**config.mk**
```make
export PLATFORM = sky130hd
export DESIGN_NAME = bef_event_filter
export DESIGN_NICKNAME = d
export VERILOG_FILES = /design/src/design/bef_pkg.sv /design/src/design/bef_event_filter.sv
export SDC_FILE = /design/constraint.sdc
export NUM_CORES = 1
export LEC_CHECK = 0
export BUFFER_PORTS_ARGS = -buffer_cell sky130_fd_sc_hd__buf_2
export CAP_MARGIN = 5
export CORE_AREA = 5 5 103 105
export DETAILED_ROUTE_END_ITERATION = 10
export DIE_AREA = 0 0 108 110
export PLACE_DENSITY_LB_ADDON = 0.3
export SLEW_MARGIN = 20
export SYNTH_ARGS = -nofsm -noshare
export SYNTH_HDL_FRONTEND = slang
export SYNTH_SLANG_ARGS = --single-unit
```
**constraint.sdc**
```tcl
create_clock -name ref_clk -period 2.58 [get_ports ref_clk]
set_clock_uncertainty 0.1 [all_clocks]
set_input_delay 0.645 -clock ref_clk [delete_from_list [all_inputs] [get_ports ref_clk]]
set_output_delay 0.645 -clock ref_clk [all_outputs]
set_load 0.005 [all_outputs]
```
**src/design/bef_pkg.sv**
```systemverilog
// constants, types and timing for the back-emf event filter
package bef_pkg;
  localparam int unsigned CLK_HZ = 40000000;
  localparam int unsigned REF_HZ = 4000000;
  // window times in ns, as printed for the 4 MHz reference
  localparam int unsigned WIN_SHORT_STEP_NS = 5000;
  localparam int unsigned WIN_LONG_BASE_NS = 60000;
  localparam int unsigned WIN_LONG_STEP_NS = 20000;
  // windows count in cycles of the 4 MHz reference tick
  localparam int unsigned REF_DIV = CLK_HZ / REF_HZ;
  localparam int unsigned SHORT_STEP_TICKS = (WIN_SHORT_STEP_NS * (REF_HZ / 1000000)) / 1000;
  localparam int unsigned LONG_BASE_TICKS = (WIN_LONG_BASE_NS * (REF_HZ / 1000000)) / 1000;
  localparam int unsigned LONG_STEP_TICKS = (WIN_LONG_STEP_NS * (REF_HZ / 1000000)) / 1000;
  localparam logic [3:0] BLANK_TIME_RST = 4'hf;
  localparam logic [3:0] COUNT_LIMIT_RST = 4'h0;
  localparam int unsigned WIN_W = 10;
  localparam int unsigned DIV_W = 4;
  localparam int unsigned CNT_W = 5;
  localparam int unsigned RATE_W = 8;
  localparam logic [RATE_W-1:0] RATE_RST = 8'h00;
  // register map, byte addresses
  localparam logic [7:0] ADDR_DEMAG_FILTER = 8'h00;
  localparam logic [7:0] ADDR_ZERO_FILTER = 8'h04;
  localparam logic [7:0] ADDR_CONTROL = 8'h08;
  localparam logic [7:0] ADDR_RATE = 8'h0c;
  localparam logic [7:0] ADDR_IRQ_STATUS = 8'h10;
  localparam logic [7:0] ADDR_IRQ_MASK = 8'h14;
  // control bit positions
  localparam int unsigned CTL_SENSOR = 0;
  localparam int unsigned CTL_SAME_EDGE = 1;
  localparam int unsigned CTL_POLARITY = 2;
  // irq status bit positions
  localparam int unsigned IRQ_DEMAG = 0;
  localparam int unsigned IRQ_ZERO = 1;

  typedef enum logic [1:0] {
    BEF_WAIT_C,
    BEF_DEMAG,
    BEF_ZERO
  } bef_phase_e;

  typedef struct packed {
    logic [3:0] blank_time;
    logic [3:0] count_limit;
  } bef_filter_s;

  typedef struct packed {
    logic [DIV_W-1:0] ref_div;
    logic [RATE_W-1:0] rate_cnt;
    bef_filter_s demag_cfg;
    bef_filter_s zero_cfg;
    logic [2:0] ctl;
    logic [RATE_W-1:0] rate;
    logic [1:0] irq_status;
    logic [1:0] irq_mask;
    logic [31:0] rdata;
    bef_phase_e phase;
    logic [WIN_W-1:0] win_cnt;
    logic [CNT_W-1:0] run_cnt;
    logic demag_flag;
    logic zero_flag;
    logic demag_evt;
    logic zero_evt;
    logic cmp_s1;
    logic cmp_s2;
    logic cmp_prev;
  } bef_state_s;
endpackage : bef_pkg

```
**src/design/bef_event_filter.sv**
```systemverilog
// back-emf demagnetization and zero-crossing event qualification
//
// The address map and strobed register access were decided locally.
module bef_event_filter (
  input wire logic ref_clk,
  input wire logic nrst,
  input wire logic cmp_in,
  input wire logic comm_hw,
  input wire logic comm_sw,
  input wire logic demag_sim,
  input wire logic zero_sim,
  input wire logic [7:0] addr,
  input wire logic [31:0] wdata,
  input wire logic wr,
  input wire logic rd,
  output logic [31:0] rdata,
  output logic demag_event,
  output logic zero_event,
  output logic demag_flag,
  output logic zero_flag,
  output logic irq
);

  bef_pkg::bef_state_s st;
  bef_pkg::bef_state_s next_st;

  // window length in reference ticks for a 4-bit code
  function automatic logic [bef_pkg::WIN_W-1:0] win_ticks(input logic [3:0] code);
    int unsigned t;
    if (!code[3]) begin
      t = (int'(code) + 1) * bef_pkg::SHORT_STEP_TICKS;
    end else begin
      t = bef_pkg::LONG_BASE_TICKS + int'(code[2:0]) * bef_pkg::LONG_STEP_TICKS;
    end
    return t[bef_pkg::WIN_W-1:0];
  endfunction : win_ticks

  logic comm;
  logic ref_tick;
  logic samp_tick;
  logic sensor;
  logic lvl_demag;
  logic lvl_zero;
  logic edge_demag;
  logic edge_zero;
  logic [3:0] limit;
  logic match;
  logic win_open;

  always_comb begin
    comm = comm_hw | comm_sw;
    ref_tick = (st.ref_div == 4'(bef_pkg::REF_DIV - 1));
    samp_tick = ref_tick && (st.rate_cnt == st.rate);
    sensor = st.ctl[bef_pkg::CTL_SENSOR];
    // polarity picks demag level; zero-cross uses opposite level unless same-edge set
    lvl_demag = st.ctl[bef_pkg::CTL_POLARITY];
    lvl_zero = st.ctl[bef_pkg::CTL_SAME_EDGE] ? lvl_demag : ~lvl_demag;
    edge_demag = (st.cmp_s2 == lvl_demag) && (st.cmp_prev != lvl_demag);
    edge_zero = (st.cmp_s2 == lvl_zero) && (st.cmp_prev != lvl_zero);
    win_open = (st.win_cnt == '0) || sensor;
    limit = (st.phase == bef_pkg::BEF_DEMAG) ? st.demag_cfg.count_limit : st.zero_cfg.count_limit;
    if (st.phase == bef_pkg::BEF_DEMAG && sensor) begin
      limit = 4'h0;
    end
    // first sample of a run must be the edge, later ones just the level
    if (st.phase == bef_pkg::BEF_DEMAG) begin
      match = (st.run_cnt == '0) ? edge_demag : (st.cmp_s2 == lvl_demag);
    end else begin
      match = (st.run_cnt == '0) ? edge_zero : (st.cmp_s2 == lvl_zero);
    end
  end

  always_comb begin
    next_st = st;
    next_st.demag_evt = 1'b0;
    next_st.zero_evt = 1'b0;
    // comparator from the analog side: two-stage synchroniser
    next_st.cmp_s1 = cmp_in;
    next_st.cmp_s2 = st.cmp_s1;
    next_st.ref_div = ref_tick ? '0 : st.ref_div + 4'h1;
    if (ref_tick) begin
      next_st.rate_cnt = (st.rate_cnt == st.rate) ? '0 : st.rate_cnt + 8'h01;
    end
    if (samp_tick) begin
      next_st.cmp_prev = st.cmp_s2;
    end
    if (ref_tick && st.win_cnt != '0) begin
      next_st.win_cnt = st.win_cnt - 10'(1);
    end

    // event sequencing
    if (comm) begin
      next_st.phase = bef_pkg::BEF_DEMAG;
      next_st.win_cnt = win_ticks(st.demag_cfg.blank_time);
      next_st.run_cnt = '0;
      next_st.demag_flag = 1'b0;
      next_st.zero_flag = 1'b0;
    end else begin
      case (st.phase)
        bef_pkg::BEF_DEMAG: begin
          if (demag_sim) begin
            next_st.demag_evt = 1'b1;
          end else if (samp_tick && win_open) begin
            if (!match) begin
              next_st.run_cnt = '0;
            end else if (st.run_cnt == 5'(limit)) begin
              next_st.demag_evt = 1'b1;
            end else begin
              next_st.run_cnt = st.run_cnt + 5'h01;
            end
          end
          if (next_st.demag_evt) begin
            next_st.demag_flag = 1'b1;
            next_st.phase = bef_pkg::BEF_ZERO;
            next_st.win_cnt = win_ticks(st.zero_cfg.blank_time);
            next_st.run_cnt = '0;
          end
        end
        bef_pkg::BEF_ZERO: begin
          if (zero_sim) begin
            next_st.zero_evt = 1'b1;
          end else if (samp_tick && win_open) begin
            if (!match) begin
              next_st.run_cnt = '0;
            end else if (st.run_cnt == 5'(limit)) begin
              next_st.zero_evt = 1'b1;
            end else begin
              next_st.run_cnt = st.run_cnt + 5'h01;
            end
          end
          if (next_st.zero_evt) begin
            next_st.zero_flag = 1'b1;
            next_st.phase = bef_pkg::BEF_WAIT_C;
            next_st.run_cnt = '0;
          end
        end
        bef_pkg::BEF_WAIT_C: begin
          // waits for next commutation
        end
        default: begin
          next_st.phase = bef_pkg::BEF_WAIT_C;
        end
      endcase
    end

    // register port
    next_st.rdata = '0;
    if (wr) begin
      case (addr)
        bef_pkg::ADDR_DEMAG_FILTER: next_st.demag_cfg = wdata[7:0];
        bef_pkg::ADDR_ZERO_FILTER: next_st.zero_cfg = wdata[7:0];
        bef_pkg::ADDR_CONTROL: next_st.ctl = wdata[2:0];
        bef_pkg::ADDR_RATE: next_st.rate = wdata[bef_pkg::RATE_W-1:0];
        bef_pkg::ADDR_IRQ_MASK: next_st.irq_mask = wdata[1:0];
        default: begin
        end
      endcase
    end
    if (rd) begin
      case (addr)
        bef_pkg::ADDR_DEMAG_FILTER: next_st.rdata = {24'h000000, st.demag_cfg};
        bef_pkg::ADDR_ZERO_FILTER: next_st.rdata = {24'h000000, st.zero_cfg};
        bef_pkg::ADDR_CONTROL: next_st.rdata = {27'h0000000, st.demag_flag, st.zero_flag, st.ctl};
        bef_pkg::ADDR_RATE: next_st.rdata = {24'h000000, st.rate};
        bef_pkg::ADDR_IRQ_STATUS: begin
          next_st.rdata = {30'h00000000, st.irq_status};
          next_st.irq_status = 2'b00; // read clears
        end
        bef_pkg::ADDR_IRQ_MASK: next_st.rdata = {30'h00000000, st.irq_mask};
        default: next_st.rdata = '0;
      endcase
    end
    // set wins over the read clear
    if (st.demag_evt) begin
      next_st.irq_status[bef_pkg::IRQ_DEMAG] = 1'b1;
    end
    if (st.zero_evt) begin
      next_st.irq_status[bef_pkg::IRQ_ZERO] = 1'b1;
    end
  end

  always_ff @(posedge ref_clk or negedge nrst) begin
    if (!nrst) begin
      st <= '0;
      st.demag_cfg <= '{bef_pkg::BLANK_TIME_RST, bef_pkg::COUNT_LIMIT_RST};
      st.zero_cfg <= '{bef_pkg::BLANK_TIME_RST, bef_pkg::COUNT_LIMIT_RST};
      st.rate <= bef_pkg::RATE_RST;
      st.phase <= bef_pkg::BEF_WAIT_C;
    end else begin
      st <= next_st;
    end
  end

  assign rdata = st.rdata;
  assign demag_event = st.demag_evt;
  assign zero_event = st.zero_evt;
  assign demag_flag = st.demag_flag;
  assign zero_flag = st.zero_flag;
  assign irq = |(st.irq_status & st.irq_mask);

endmodule : bef_event_filter

```
==> results summary, run 1 <==
The area share of the largest cell type after synthesis is about a third. The worst hold path belongs to the class input port to async pin. The area of the core is roughly 9500 um^2. The critical path class is register to register.

The average wire per cell in the routed design came out at 16.1 um. The worst setup path is launched from a register. Entering global routing, the biggest net connects 44 pins.

The total met2 wirelength after detailed routing is about 5600 um. The flip-flop count of the largest register after layout is 60. Data arrives at the worst endpoint at roughly 2.8 ns. The starting utilization of the core area is between 40% and 50%. The final cell count without fillers came out at around 700. The number of buffers on the longest clock path came out at 2.

The count of cell types in the netlist came out at 61. The time the final worst path needs with I/O delays and setup came out at between 2 and 3 ns. The peak ir drop on the vdd network came out at around 0.00024 V. The number of detailed-routing iterations run before antenna repair came out at 4. The tree is rooted in a clkbuf_8. In the global route stage, overall resource usage came out at 19.2%. The tool flagged a number of max-cap violations equal to 0. The setup-violating endpoint count in the final report is 1. The sum of net half-perimeters after detailed placement came out at roughly 8400 um. In this run, synthesis inferred 0 flip-flops with an integrated enable.

After synthesis the netlist holds a flip-flop and latch count of 75. The initial antenna violation count is 0. The max-slew violation count came to 0. The latest clock arrival within the worst-skew pair is ~0.35 ns.

In this run the tool buffered the top-level ports with 37 buffer cells. The buffers plus inverters on the worst setup path is 2. The total clock sinks came out at 75.

The critical path's largest stage delay is around 0.53 ns. The highest fanout seen on the critical path came out at 6. The die span in y is 110 um. The tightest slew margin relative to the limit is 61.0%.

Among the stages of the critical path, the cell type that occurs most often is a21oi_2. The number of top-level pins is between 80 and 90. For the final routed database, the setup TNS stands at -0.00524 ns. The floorplan has 36 rows. The routed length on met1 is roughly 4900 um. The share of the Yosys chip area taken by registers is approximately 40%. The post-CTS clock slew at the launch and capture registers of the worst setup and hold paths is 0.08 ns. The share of synthesized registers carrying an async set or reset is 100%. The routed layout has between 3000 and 4000 vias. The via count of the first global-routing pass is about 3800. The number of nets with antenna violations after routing is 0.

The post-detailed-route via-to-cell ratio came out at 5.41. The number of buffers inserted by hold repair at cts came out at 0. Synthesis produced a netlist whose cell count is roughly 470. The maximum level of the CTS H-tree came out at 3. The CTS tree is yes.

The top routing layer in use is met4. In this run, the number of DRC markers left after iteration 0 of detailed routing was between 150 and 200. Among all stages on the critical path, the largest delay is contributed by or4_4. Among all flip-flop cells after synthesis, the most frequent one is dfrtp_1. The number of nets in the finished design is between 600 and 700. The wire length of the first global-routing pass is 18000 um. The number of hold violations in the final report was 0. Setup repair after global routing could not meet its margin everywhere.

Yosys printed 0 warnings. Among cell families on the critical path, the largest total delay comes from simple AND/OR/NAND/NOR gates. The post-synthesis to final-layout area growth is 23.5%. The sort of element at the end of the critical path is a register.

At the worst endpoint, the required time is approximately 2.8 ns. The synthesized netlist occupies a cell area of between 4000 and 5000 um^2. The largest total area in the synthesized netlist belongs to dfrtp_1.

The synthesized area divided by synthesized cell count came out at about 10 um^2. Power spread over the standard cell area amounts to 500 nW/um^2. By area the synthesized netlist is led by dfrtp_1 35%, mux2_2 7.6%, ha_1 6.3%, xnor2_1 5.2%, buf_4 5.0%. Of the cells placed in the final design, the portion with a size suffix greater than 1 is between 30% and 40%. The die area came out at ~12000 um^2. The library cell used most frequently in the layout, excluding fill and tap cells, is dfrtp_1. The smallest setup slack after layout is -0.00524 ns. The total detailed-routing wirelength is approximately 11000 um. The antenna cell count came out at 0. The critical path goes through buf_6 -> and4bb_2 -> a21oi_2 -> xnor2_1 -> or4_4 -> o31ai_4 -> buf_12 -> mux2_4 -> a21oi_2.

The run finished, with violations left. The placer's final routability congestion estimate came out at roughly 0.85. The checks that failed: negative setup slack.

The amount of wire on met3 after detailed routing came out at between 500 and 600 um. The global route total overflow is 0. After detailed routing, the number of remaining DRC violations is 0. The width of the chip is roughly 110 um. The fmax came out at just under 400 MHz. The final clock period utilization by the worst path came out at 100%.

The total instance count after detailed placement is about 670. The number of CTS-inserted buffers came out at 9. The leakage dissipation came out at 2.77 nW. The top cell types in the final layout, fill and taps aside, are 65 x dfrtp_1, 57 x buf_4, 36 x buf_2. The register with the most flip-flops in the final layout is st. For the pin with the worst max-slew slack, the measured transition is 0.579 ns.
-- report_power, final --
part,switching (mW),internal (mW),total (mW),leakage (nW)
combinational,0.358,0.328,0.686,1.70
sequential,0.0654,1.25,1.31,0.972
clock,0.437,0.501,0.939,0.102
-- Yosys cell counts, drive strengths merged, types with 6 or more instances --
| master | n |
|---|---|
| nor2 | 33 |
| a22oi | 11 |
| nand3 | 13 |
| nand2 | 30 |
| nor3 | 12 |
| mux2 | 32 |
| xor2 | 13 |
| inv | 20 |
| o21ai | 14 |
| o21a | 6 |
| a21oi | 21 |
| nor4 | 6 |
| dfrtp | 67 |
| dfstp | 8 |
| mux2i | 6 |
| ha | 24 |
| clkbuf | 9 |
| xnor2 | 28 |
| nand4 | 7 |
| buf | 34 |
| nor3b | 9 |
-- kinds of logic after synthesis --
family,count (synthesis),synth area share (%)
buffers and inverters,63,7.81
multiplexers,40,9.78
AND/OR/NAND/NOR,145,16.9
AO/OA/AOI/OAI,76,11.0
other,1,0.0788
flip-flops,75,39.7
XOR/XNOR,41,7.55
adder cells (fa/ha/maj),26,7.15
-- through the flow --
stage	cell area [um^2]	power (mW)	hold WS [ns]	util, %	worst slack (ns)
floorplan	4880	1.72	0.231	-	-0.0689
global placement	5370	1.91	0.253	56.2	-0.0655
detailed placement	5370	1.94	0.253	56.2	-0.0917
CTS	5620	2.89	0.155	58.8	-0.0287
global route	5880	3.10	0.166	61.5	-0.127
finish	5880	2.94	0.143	61.5	-0.00524
-- cell type report --
type / count / area, um^2
multi-input combinational: 352 / 2810
fill: 810 / 3670
clock inverter: 5 / 58.8
sequential: 75 / 1890
timing repair buffer: 100 / 727
tap: 133 / 166
clock buffer: 11 / 151
inverter: 20 / 75.1
-- what timing repair did --
action | CTS | global route
endpoints found under the setup margin | 12 | 5
gates resized for setup | 15 | 35
hold endpoints to repair | 0 | 0
setup buffers | 0 | 8
pin swaps | 3 | 23
gates cloned | 0 | 1
-- metal layers --
layer  GRT usage (%)  vias to the layer above
li1                -                     1791
met1            25.7                     1875
met2            31.9                       86
met3            4.08                       14
met4            5.14                        0
met5               0                        -
-- path summary, 6_finish.rpt --
path | to | slack, ns | cells after the start | from
worst min register to register | st[1] | 0.27 | 0 | next_st[1]
worst min-delay path | st[19] | 0.14 | 1 | nrst
worst max register to register | st[20] | -0.005 | 9 | st[23]
max in group asynchronous | sensor | 1.66 | 2 | nrst
worst max-delay path | st[20] | -0.005 | 9 | st[23]
min in group ref_clk | st[1] | 0.27 | 0 | next_st[1]
No activity file was read; power rests on OpenSTA's default activity.
==> run 2, diff against run 1 <==
- BUFFER_PORTS_ARGS: -buffer_cell sky130_fd_sc_hd__buf_2 -> -buffer_cell sky130_fd_sc_hd__clkbuf_2
==> run 2 against run 1 <==
Net effect:
- the flow now finishes without violations
- combinational power down 3.9%
- largest power group unchanged
- clock power up 17%
- critical endpoint is now st[19]
- cell count down 0.29%
- non-clock buffer count down 1
- first-iteration DRC count down 5.0%
- wire length down 1.6%
- critical path depth up 3
- final area down 0.15%
==> results summary, run 2 (synthesized netlist as in run 1, its figures left out) <==
The clock share of power was 35.7% (+3.7 points). The final clock period utilization by the worst path came to 99.7% (-0.47 points). The arrival time of the worst setup path is 2.71 ns (-0.04 ns).

The share of total power consumed by net switching is 27.5% (-1.9 points). The flip-flop count of the largest register after layout came out at 60 (unchanged). TritonCTS built the clock tree. The placement-stage cell area came out at 5360 um^2 (-0.14%).

The sum of net half-perimeters after detailed placement is 8280 um (-1.3%). The total clock sinks is 75 (unchanged). The measured slew at the worst slew-check pin was 0.630 ns (+0.0513 ns). The worst register-to-register path ends at st[19]. The design internal power came out at 2.23 mW (+7.3%).

The data required time of the worst path came out at 2.72 ns (-0.03 ns). The number of top-level pins came to 86 (unchanged). The residual DRC count is 0 (unchanged). The total of max-cap violations came to 0 (unchanged).

STA classifies the critical path endpoint as a register. The flop-to-flop setup slack is 0.007 ns (about the same). The total detailed-routing wirelength came to 11000 um (-1.6%).

Relative to the synthesized area, the layout overhead comes to 23.4%. The maximum level of the CTS H-tree came to 3 (unchanged). The fmax is 389 MHz (+0.47%). The tree is rooted in a clkbuf_8. The power density normalized to cell area came to 523 nW/um^2 (+4.7%). The peak ir drop on the vdd network was 0.000349 V (+44%). The worst hold path class is input port to async pin. The number of nets in the finished design is 632 (-0.16%).

The total power after layout came out at 3.07 mW (+4.5%). The run finished with clean final reports. The number of buffers inserted by hold repair at cts came out at 0 (unchanged). The die span in y was 110 um (unchanged). The wire length of the first global-routing pass is 18100 um (+0.92%). The number of hold violations in the final report came out at 0 (unchanged). The largest net degree at the start of global routing is 44 (unchanged). The post-detailed-route via-to-cell ratio is 5.34 (-1.2%).

The critical path in this run is classified as register to register. The max-slew violation count came out at 0 (unchanged). The highest fanout seen on the critical path is 4 (-2). The average wire per cell in the routed design is 15.9 um (-1.3%). The startpoint identified for the worst register-to-register timing path is st[75].

The leakage dissipation is 2.75 nW (-0.58%). The width of the chip was 108 um (unchanged). The starting utilization of the core area is 49.8% (unchanged). The smallest setup slack after layout came out at 0.00681 ns (+0.0120 ns). The number of buffers on the longest clock path is 2 (unchanged).

The placer's final routability congestion estimate was 0.889 (+5.1%). The post-place setup slack is -0.0555 ns (+0.0361 ns). The worst reg2reg path depth is 12 (+3). The global route total overflow was 0 (unchanged). The power share of the sequential group came out at 42.8% (-1.9 points). The area of the core was 9550 um^2 (unchanged). The final core utilization was 61.5% (-0.092 points).

The die area came out at 11900 um^2 (unchanged). The logic gate share of total power came out at 21.5% (-1.9 points). The antenna cell count came out at 0 (unchanged). The via count of the first global-routing pass came out at 3665 (-2.4%). The library cell used most frequently in the layout, excluding fill and tap cells, is dfrtp_1. The total via count in the routed design is 3709 (-1.5%).

The tightest slew margin relative to the limit is 57.6% (-3.5 points). The initial antenna violation count came out at 0 (unchanged). The largest register by flop count is st. The post-CTS clock slew at the launch and capture registers of the worst setup and hold paths came out at 0.09 ns (about the same).

In the layout the commonest cells are 64 x dfrtp_1, 59 x buf_4, 36 x clkbuf_2. Setup repair after global routing could not meet its margin everywhere. The setup-violating endpoint count in the final report came out at 0 (-1). The number of nets with antenna violations after routing came out at 0 (unchanged). The violation count after the first detailed-routing iteration came out at 171 (-5.0%). The worst setup path is launched from a register.

The fraction of layout instances using a drive strength above 1 came out at 37.3% (-0.40 points). The count of buffers from port buffering was 37 (unchanged). The post-route cell area came out at 5870 um^2 (-0.15%).

The total net switching power is 842 uW (-2.2%). The latest clock arrival within the worst-skew pair came out at 0.35 ns (about the same). The number of CTS-inserted buffers came out at 9 (unchanged). The number of filler instances in the final layout came to 792 (-2.2%). The cell row count is 36 (unchanged).

The time the final worst path needs with I/O delays and setup came to 2.57 ns (-0.0120 ns). The total routing usage reported by global routing came to 19.4% (+0.18 points). The number of detailed-routing iterations run before antenna repair came out at 4 (unchanged).
## run 2: changes by cell type in the layout (fill, tap and decap cells not counted), moves of 2 or more
| cell | previous run | this run |
|---|---|---|
| a21oi_2 | 5 | 3 |
| buf_2 | 36 | 0 |
| clkinvlp_4 | 2 | 0 |
| buf_4 | 57 | 59 |
| clkbuf_2 | 0 | 36 |
| bufinv_16 | 1 | 3 |
## run 2: per-layer routing
layer / vias up / global-route usage (%) / share of wire [%] / wire (um)
met1: 1817 / 27.7 / 45 / 4980
met2: 88 / 30.8 / 48 / 5310
met5: - / 0 / 0 / 0
li1: 1791 / - / - / -
met3: 13 / 3.15 / 5.1 / 561
met4: 0 / 5.23 / 1.4 / 149
## run 2: layout make-up
class / instances / area [um^2] / area share [%]
inverters: 20 / 75.1 / 1.28
flip-flops and latches: 75 / 1890 / 32.2
clock inverters: 4 / 98.8 / 1.68
multi-input cells: 352 / 2810 / 47.9
clock buffers: 11 / 141 / 2.41
well taps: 133 / 166 / 2.84
repair buffers: 99 / 686 / 11.7
## run 2: repair_timing
item / 4_1_cts / 5_1_grt
endpoints found under the hold margin: 0 / 0
buffers inserted: 7 / 3
resized for setup: 24 / 28
pin swaps: 9 / 18
endpoints found under the setup margin: 12 / 10
gates cloned: 0 / 0
## run 2: per-stage QoR
| stage | TNS (ns) | hold WS [ns] | cells |
|---|---|---|---|
| 2_1_floorplan | -0.0806 | 0.231 | 490 |
| 3_3_place_gp | -0.193 | 0.252 | 670 |
| 3_5_place_dp | -0.524 | 0.253 | 670 |
| 4_1_cts | 0 | 0.156 | 692 |
| 5_1_grt | -0.508 | 0.161 | 694 |
| 6_report | 0 | 0.135 | 694 |
## run 2: power by group through the flow
| stage | logic (mW) | clock network [mW] | registers [mW] |
|---|---|---|---|
| 5_1_grt | 0.732 | 1.18 | 1.32 |
| 4_1_cts | 0.634 | 1.12 | 1.31 |
| 2_1_floorplan | 0.397 | 0 | 1.32 |
| 6_report | 0.659 | 1.10 | 1.31 |
| 3_5_place_dp | 0.608 | 0 | 1.33 |
| 3_3_place_gp | 0.590 | 0 | 1.32 |
## run 2: how the worst max path moves through the flow
stage / slack, ns / from / to
after floorplan: -0.07 / st[75] / st[19]
after global placement: -0.06 / st[8] / zero_event
after detailed placement: -0.06 / st[8] / zero_flag
after CTS: 0.0004 / st[84] / st[19]
after global routing: -0.13 / st[76] / st[19]
final: 0.007 / st[75] / st[19]
## run 2: critical path: stages (launching register included)
cell and delay, ns:
dfstp_2 0.61, inv_2 0.07, ha_4 0.28, nor2_1 0.06
nor2_2 0.15, ha_4 0.16, inv_2 0.04, fa_2 0.37
xnor2_2 0.17, xnor2_1 0.14, o21ai_1 0.09, mux2i_1 0.13
a21oi_1 0.08
